<file path="src/common/qed_pkg.sv">
// constants and types for the quadrature encoder decoder
// assumes a single 40 MHz system clock and no software register access
package qed_pkg;

   // counter width and encoder geometry
   localparam int COUNT_WIDTH   = 32;
   localparam int PULSES_PER_REV = 1000;
   localparam int EDGES_PER_PULSE = 4;
   localparam int EDGES_PER_REV  = PULSES_PER_REV * EDGES_PER_PULSE;
   localparam int REV_WIDTH     = 12;
   localparam int PRIME_DEPTH   = 3; // clocks before edges are judged

   // reset values
   localparam logic [1:0] SYNC_RESET = 2'h0;

   // state of the decoder core
   typedef struct packed {
      logic [1:0] sync_a;
      logic [1:0] sync_b;
      logic [1:0] sync_z;
      logic [PRIME_DEPTH-1:0] primed;
      logic       prev_a;
      logic       prev_b;
      logic       prev_z;
      logic       cw_step;
      logic       ccw_step;
      logic       marker;
      logic       phase_error;
   } qed_dec_state_t;

endpackage : qed_pkg

</file>
<file path="src/core/qed_edge_decoder.sv">
// two-flop synchronisers and quadrature edge decoding
// assumes raw encoder pins asynchronous to clock, reset already synchronous
`timescale 1ns/100ps
module qed_edge_decoder
(
   input  wire logic clock,
   input  wire logic rst_n,
   input  wire logic phase_a,
   input  wire logic phase_b,
   input  wire logic marker_in,
   output logic      cw_step,
   output logic      ccw_step,
   output logic      marker_rise,
   output logic      phase_error
);

   qed_pkg::qed_dec_state_t state;
   qed_pkg::qed_dec_state_t next_state;

   // synchronise, then compare settled samples with the previous ones
   always_comb
   begin
      logic a;
      logic b;
      logic da;
      logic db;
      logic en;
      logic fwd;
      logic rev;
      a   = 1'b0;
      b   = 1'b0;
      da  = 1'b0;
      db  = 1'b0;
      en  = 1'b0;
      fwd = 1'b0;
      rev = 1'b0;
      next_state = state;
      next_state.sync_a = {state.sync_a[0], phase_a};
      next_state.sync_b = {state.sync_b[0], phase_b};
      next_state.sync_z = {state.sync_z[0], marker_in};
      // no edge is judged until the old samples hold real pin levels,
      // so a phase or marker already high at release is not a step
      next_state.primed = {state.primed[qed_pkg::PRIME_DEPTH-2:0], 1'b1};
      en = state.primed[qed_pkg::PRIME_DEPTH-1];
      a  = state.sync_a[1];
      b  = state.sync_b[1];
      da = a ^ state.prev_a;
      db = b ^ state.prev_b;
      next_state.prev_a = a;
      next_state.prev_b = b;
      next_state.prev_z = state.sync_z[1];
      // a single changing phase is one edge; a after b's level gives direction
      // forward (a leads): a changes to differ from b, or b changes to equal a
      fwd = (da & ~db & (a != b)) | (db & ~da & (a == b));
      rev = (da & ~db & (a == b)) | (db & ~da & (a != b));
      next_state.cw_step     = en & fwd;
      next_state.ccw_step    = en & rev;
      next_state.phase_error = en & da & db;
      next_state.marker      = en & state.sync_z[1] & ~state.prev_z;
   end

   // register the whole state
   always_ff @(posedge clock or negedge rst_n)
   begin
      if (!rst_n)
      begin
         state <= '0;
      end
      else
      begin
         state <= next_state;
      end
   end

   assign cw_step     = state.cw_step;
   assign ccw_step    = state.ccw_step;
   assign marker_rise = state.marker;
   assign phase_error = state.phase_error;

endmodule : qed_edge_decoder

</file>
<file path="src/core/qed_decoder_top.sv">
// quadrature encoder decoder top: strobes, cw/ccw counters and position
// assumes encoder pins asynchronous to clock; reset_n release is synchronised here by two flops
`timescale 1ns/100ps
module qed_decoder_top
#(
   parameter int COUNT_WIDTH = qed_pkg::COUNT_WIDTH,
   parameter int EDGES_PER_REV = qed_pkg::EDGES_PER_REV
)
(
   input  wire logic                   clock,
   input  wire logic                   reset_n,
   input  wire logic                   phase_a,
   input  wire logic                   phase_b,
   input  wire logic                   marker_in,
   output logic                        cw_pulse,
   output logic                        ccw_pulse,
   output logic                        marker_pulse,
   output logic                        phase_error,
   output logic [COUNT_WIDTH-1:0]      cw_count,
   output logic [COUNT_WIDTH-1:0]      ccw_count,
   output logic [COUNT_WIDTH-1:0]      position,
   output logic                        marker_seen,
   output logic [qed_pkg::REV_WIDTH-1:0] edges_since_marker
);

   localparam int RW = qed_pkg::REV_WIDTH;

   typedef struct packed {
      logic [1:0]             rst_sync;
      logic                   cw;
      logic                   ccw;
      logic                   mark;
      logic                   err;
      logic [COUNT_WIDTH-1:0] cw_cnt;
      logic [COUNT_WIDTH-1:0] ccw_cnt;
      logic [COUNT_WIDTH-1:0] pos;
      logic                   seen;
      logic [RW-1:0]          since;
   } qed_top_state_t;

   qed_top_state_t state;
   qed_top_state_t next_state;
   logic           rst_n;
   logic           dec_cw;
   logic           dec_ccw;
   logic           dec_mark;
   logic           dec_err;

   assign rst_n = state.rst_sync[1];

   // edge detection and direction
   qed_edge_decoder u_dec
   (
      .clock       (clock),
      .rst_n       (rst_n),
      .phase_a     (phase_a),
      .phase_b     (phase_b),
      .marker_in   (marker_in),
      .cw_step     (dec_cw),
      .ccw_step    (dec_ccw),
      .marker_rise (dec_mark),
      .phase_error (dec_err)
   );

   // counters advance straight from the strobes
   always_comb
   begin
      logic [COUNT_WIDTH-1:0] cw_n;
      logic [COUNT_WIDTH-1:0] ccw_n;
      cw_n  = state.cw_cnt;
      ccw_n = state.ccw_cnt;
      next_state = state;
      next_state.rst_sync = {state.rst_sync[0], 1'b1};
      next_state.cw   = dec_cw;
      next_state.ccw  = dec_ccw;
      next_state.mark = dec_mark;
      next_state.err  = dec_err;
      if (dec_cw)
      begin
         cw_n = state.cw_cnt + 1'b1;
      end
      if (dec_ccw)
      begin
         ccw_n = state.ccw_cnt + 1'b1;
      end
      next_state.cw_cnt  = cw_n;
      next_state.ccw_cnt = ccw_n;
      next_state.pos     = cw_n - ccw_n;
      // edge count within one turn, restarted by the marker
      if (dec_mark)
      begin
         next_state.seen  = 1'b1;
         next_state.since = '0;
      end
      else if ((dec_cw | dec_ccw) && state.since
               != RW'(EDGES_PER_REV - 1))
      begin
         next_state.since = state.since + 1'b1;
      end
      else if (dec_cw | dec_ccw)
      begin
         next_state.since = '0; // wraps once per turn
      end
      // the core stays cleared until the release has passed both flops
      if (!rst_n)
      begin
         next_state          = '0;
         next_state.rst_sync = {state.rst_sync[0], 1'b1};
      end
   end

   // one register for all state; the raw pin clears it at once,
   // release then waits for the two synchroniser flops
   always_ff @(posedge clock or negedge reset_n)
   begin
      if (!reset_n)
      begin
         state <= '0;
      end
      else
      begin
         state <= next_state;
      end
   end

   assign cw_pulse           = state.cw;
   assign ccw_pulse          = state.ccw;
   assign marker_pulse       = state.mark;
   assign phase_error        = state.err;
   assign cw_count           = state.cw_cnt;
   assign ccw_count          = state.ccw_cnt;
   assign position           = state.pos;
   assign marker_seen        = state.seen;
   assign edges_since_marker = state.since;

endmodule : qed_decoder_top

</file>
<file path="config.mk">
export PLATFORM = sky130hd
export DESIGN_NAME = qed_decoder_top
export DESIGN_NICKNAME = d
export VERILOG_FILES = /design/src/common/qed_pkg.sv /design/src/core/qed_edge_decoder.sv /design/src/core/qed_decoder_top.sv
export SDC_FILE = /design/constraint.sdc
export NUM_CORES = 1
export LEC_CHECK = 0
export BUFFER_PORTS_ARGS = -buffer_cell sky130_fd_sc_hd__buf_2
export CORE_MARGIN = 5
export CORE_UTILIZATION = 50
export CTS_BUF_LIST = sky130_fd_sc_hd__clkbuf_16
export DETAILED_ROUTE_END_ITERATION = 7
export PLACE_DENSITY = 0.8
export SETUP_SLACK_MARGIN = 0.3
export SLEW_MARGIN = 20
export SYNTH_ARGS = -nofsm -noshare
export SYNTH_HDL_FRONTEND = slang
export SYNTH_SLANG_ARGS = --single-unit
</file>
<file path="constraint.sdc">
create_clock -name clock -period 1.5 [get_ports clock]
set_clock_uncertainty 0.15 [all_clocks]
set_input_delay 0.15 -clock clock [delete_from_list [all_inputs] [get_ports clock]]
set_output_delay 0.15 -clock clock [all_outputs]
set_load 0.05 [all_outputs]
</file>
==> flow_summary.toml, run 1 <==
[clocking]
htree_num_levels = 4
cts_root_buffer = "sky130_fd_sc_hd__clkbuf_16"
cts_num_sinks = 131
cts_buffers = 17
clk_path_buf_depth = 2

[run_status]
stop_stage = "global routing"
run_status = "did not finish"
first_reported_error = "[ERROR DPL-0038] Utilization greater than 100%, impossible to legalize"

[logic_synthesis]
share_of_the_synthesized_area_in_compound_gates_ao_oa_aoi_oai_pct = 10.5
synthCells = 762
synthesis.yosys.warnings = 0
yosys.area.top_type = "sky130_fd_sc_hd__dfrtp_1"
synth-async-reset-ratio_pct = 100
synth_edf_count = 0
post_synth_fa_ha_maj_area_fraction_pct = 6.09
netlist_top_cells_area = "sky130_fd_sc_hd__dfrtp_1, sky130_fd_sc_hd__xnor2_1, sky130_fd_sc_hd__ha_1"
combinational_family_with_the_most_area_after_synthesis = "simple AND/OR/NAND/NOR gates"
synth_simple_gate_area_share_pct = 23.1
synth_cell_type_count = 67
yosys.area_share.xor_xnor_pct = 12.1
portion_of_synthesized_cell_area_occupied_by_the_leading_cell_type_pct = 44.8
syn_area_per_cell_um2 = 9.60
post_syn_area_mm2 = 0.00732
synth.ff_latch_count = 131
postSynth.topFlopCell = "sky130_fd_sc_hd__dfrtp_1"
seq_area_frac_synth_pct = 44.8
post_synth_mux_area_share_pct = 0.633

[floorplan]
core.rowCount = 44
fp.dieH_um = 131
num_io_pins = 118
initial_util_pct = 50.7
horizontal_extent_of_the_die_um = 131

[sta]
repair-timing-grt-worst-ep = "position[30]$_DFF_PN0_/D"
worstEpCategory = "register data pin"

[grt]
grt_start_max_net_pins = 42

[placed_design]
routabilityCongestion = 0.946
dp_hpwl_um = 17000
dpl-instance-area_mm2 = 0.0107
number_of_port_buffers = 117
[kinds of logic after synthesis]
family                   Yosys count
multiplexers                       4
buffers and inverters             46
AO/OA/AOI/OAI                    121
adder cells (fa/ha/maj)           35
XOR/XNOR                          98
AND/OR/NAND/NOR                  326
flip-flops                       131
other                              1
[Yosys cell counts (all sizes together), types with 2 or more instances]
master,number
buf,3
nor3b,7
and4b,2
xor2,39
a21boi,2
nor3,22
or3,6
nand2b,5
a211oi,5
nor4,9
o211ai,5
and2,28
ha,34
o31ai,3
xnor2,58
a21oi,36
and4,3
o21a,2
inv,28
or2,4
or4,5
nor2b,3
nand2,47
nand4,17
nand3,28
clkbuf,15
a21o,14
o21bai,4
nor2,114
mux2,2
and3,23
mux2i,2
dfrtp,131
o21ai,33
o31a,4
a211o,2
a31oi,3
[repair_timing]
action                                  in CTS
endpoints found under the hold margin      118
gates cloned                                 1
gates resized for setup                    331
hold buffers                                 4
endpoints found under the setup margin     221
pin swaps                                   46
buffers inserted                            29
[metrics by stage]
step | hold slack [ns] | utilization [%] | setup TNS (ns) | setup WS, ns | std cells
after floorplan | -0.296 | - | -79.81 | -2.42 | 763
after global placement | -0.0577 | 74.4 | -77.57 | -2.11 | 1311
after CTS | 0.0341 | 89.9 | -84.24 | -2.23 | 1377
after detailed placement | -0.0508 | 74.4 | -82.06 | -2.24 | 1311
==> inputs of run 2 (changes only) <==
CORE_UTILIZATION = 35   (was 50)
CTS_BUF_LIST = default   (was sky130_fd_sc_hd__clkbuf_16)
PLACE_DENSITY = default   (was 0.8)
PLACE_DENSITY_LB_ADDON = 0.15   (was default)
SETUP_SLACK_MARGIN = default   (was 0.3)
==> run 2 against run 1 <==
Net effect: the flow now finishes, with violations (setup timing); synthesized cell count stayed put; area after synthesis stayed put.
==> flow_summary.toml, run 2 <==
[logic_synthesis]
share_of_the_synthesized_area_in_compound_gates_ao_oa_aoi_oai_pct = 10.5
yosys.area.top_type = "sky130_fd_sc_hd__dfrtp_1"
synth-async-reset-ratio_pct = 100
netlist_top_cells_area = "sky130_fd_sc_hd__dfrtp_1, sky130_fd_sc_hd__xnor2_1, sky130_fd_sc_hd__ha_1"
synthesis.yosys.warnings = 0
yosys.area_share.xor_xnor_pct = 12.1
post_synth_fa_ha_maj_area_fraction_pct = 6.09
synth.ff_latch_count = 131
synth_top_cells_by_count = "sky130_fd_sc_hd__dfrtp_1, sky130_fd_sc_hd__nor2_1, sky130_fd_sc_hd__xnor2_1"
dominant_cell_by_count_in_the_synthesized_netlist = "sky130_fd_sc_hd__dfrtp_1"
synthCells = 762
combinational_family_with_the_most_area_after_synthesis = "simple AND/OR/NAND/NOR gates"
post_syn_area_mm2 = 0.00732
postSynth.topFlopCell = "sky130_fd_sc_hd__dfrtp_1"
synth_edf_count = 0
syn_area_per_cell_um2 = 9.60
portion_of_synthesized_cell_area_occupied_by_the_leading_cell_type_pct = 44.8
synth_cell_type_count = 67
synth_simple_gate_area_share_pct = 23.1
seq_area_frac_synth_pct = 44.8
post_synth_mux_area_share_pct = 0.633

[critical_path]
cpPeakStageDelay_ns = 0.43
startpoint_type = "flop"
crit_path_max_fanout = 3
worstPathArrival_ns = 3.94
critPathBufInv = 0
critical_path_required_ns = 1.69
cpLargestDelayFamily = "simple AND/OR/NAND/NOR gates"
timing.critical_path.cells = "ha_4, nand4_4, or2_4, nor3_4, nand4_1, xor2_2, ha_4, or2b_1, mux2_4, a211o_1, o31a_1, o21ai_2, nand4_1, and3_1, nor3_2"
timing.setup.critical_path_class = "reg -> reg"
setup.worst_path.end_class = "flop"
crit_path_top_delay_cell = "sky130_fd_sc_hd__dfrtp_4"

[finish]
most_used_cells_in_the_layout_excluding_fill_and_tap_cells = "sky130_fd_sc_hd__buf_4, sky130_fd_sc_hd__buf_6, sky130_fd_sc_hd__dfrtp_1"
fraction_of_layout_instances_using_a_drive_strength_above_1_pct = 63.1
count_of_non_filler_cells_in_the_finished_layout = 1501
layout-area-overhead-vs-synth_pct = 89.5
layout_commonest_cell = "sky130_fd_sc_hd__buf_4"
final_net_count = 1253
antenna-diode-count = 0
stdcell_area_mm2 = 0.0139

[sta]
fin_crit_sh_pct = 250
finalWorstSetupSlack_ns = -2.25
post-route-min-period_ns = 3.75
rsz0062_at_grt = "yes"
hold_violations = 0
timing.final.setup_violations = 103
maxSlewHeadroom_pct = 58.7
setup-tns-final_ns = -85.92
worst_slew_pin_slew_ns = 0.616
max_freq_mhz = 267
drv_slew = 0
hold_ws_ns = 0.146

[floorplan]
core.rowCount = 53
initial_util_pct = 35.1
horizontal_extent_of_the_die_um = 155
num_io_pins = 118
fp.dieH_um = 155
die_area_mm2 = 0.0239
core_mm2 = 0.0208

[clocking]
cts_num_sinks = 131
tritoncts_clock_tree = "yes"
htree_num_levels = 4
worst_setup_hold_path_clk_slew_ns = 0.07
cts_buffers = 17
worstSkewPairLatency_ns = 0.42
cts_root_buffer = "sky130_fd_sc_hd__clkbuf_16"
clk_path_buf_depth = 2

[min_path]
holdCritPathClass = "in -> async"

[flow_run]
maxCapViolations = 0

[run_status]
failed_checks = "setup timing"
run_status = "complete, but fails checks"

[routing]
vias_per_cell = 4.84
route.vias.total = 7266
route.detailed.wl_per_inst_um = 16.7
ant_nets = 0
post-route-drc-count = 0
routed_wirelength_um = 25100
first_pass_iters = 5
detailedRoute.firstIterationViolations = 329

[grt]
grt_overflow_total = 0
groute.usage.overall_pct = 20.2
grt_start_max_net_pins = 47
grt_first_pass_wirelength_um = 38500
antenna_found_initial = 0
grt_pass1_vias = 7391

[placed_design]
routabilityCongestion = 0.916
dp_hpwl_um = 17500
number_of_port_buffers = 117
place.detailed.instances = 1410
dpl-instance-area_mm2 = 0.0109

[power_and_ir_drop]
peakVddDrop_v = 0.000845
leakage_nw = 6.79
pwr_density_cell_mw_per_mm2 = 709
fin_total_pwr_mw = 9.84
-- run 2: cell counts after synthesis --
No cell type changed its count.
-- run 2: cell families after synthesis --
logic type	Yosys count
AND/OR/NAND/NOR	326
flip-flops	131
multiplexers	4
AO/OA/AOI/OAI	121
XOR/XNOR	98
other	1
buffers and inverters	46
adder cells (fa/ha/maj)	35
-- run 2: final timing paths --
path                                      from             end  slack [ns]  cells after the start
max reg2reg                       ccw_count[1]    position[31]       -2.25                     15
max                               ccw_count[1]    position[31]       -2.25                     15
max in group asynchronous              reset_n    cw_count[12]        0.15                      3
min                                    reset_n    ccw_count[9]        0.15                      3
min reg2reg                              rst_n   u_dec.cw_step        0.20                      2
min in group clock         u_dec.next_state[9]  u_dec.state[9]        0.20                      0
-- run 2: cell type report --
cell class                 instances  area, um2
fill                            1523       6950
clock buffer                      19        453
multi-input combinational        586       5640
tap                              275        344
timing repair buffer             449       3860
inverter                          28        105
clock inverter                    13        138
sequential                       131       3330
-- run 2: metrics by stage --
| step | setup slack (ns) | util, % |
|---|---|---|
| 5_1_grt | -2.41 | 66.6 |
| 4_1_cts | -2.14 | 60.6 |
| 6_report | -2.25 | 66.6 |
| 3_3_place_gp | -2.24 | 52.3 |
| 2_1_floorplan | -2.42 | - |
| 3_5_place_dp | -2.25 | 52.3 |
-- run 2: per-layer routing --
| layer | track usage (%) | up-vias | share of wire [%] |
|---|---|---|---|
| met5 | 0 | - | 0 |
| met4 | 5.63 | 0 | 2.5 |
| met3 | 3.22 | 41 | 3.1 |
| met2 | 33.6 | 132 | 49 |
| met1 | 27.6 | 3558 | 45 |
| li1 | - | 3535 | - |
-- run 2: what timing repair did --
item                       CTS  global route
setup endpoints to repair  138           135
pin swaps                   73            87
hold buffers                 5             0
gates resized for setup    209           234
hold endpoints to repair   118             0
cloned                       1             0
buffers inserted            28            43
-- run 2: where the power goes --
group,switching (mW),internal (mW)
sequential,0.0663,3.67
combinational,1.06,0.783
clock,1.82,2.43
total,2.95,6.88
-- run 2: tightest hold or removal path, cell delays in order --
cell,delay [ns]
sky130_fd_sc_hd__dlygate4sd3_1,0.54
sky130_fd_sc_hd__buf_4,0.16
sky130_fd_sc_hd__buf_12,0.24
No activity file was read; power rests on OpenSTA's default activity.
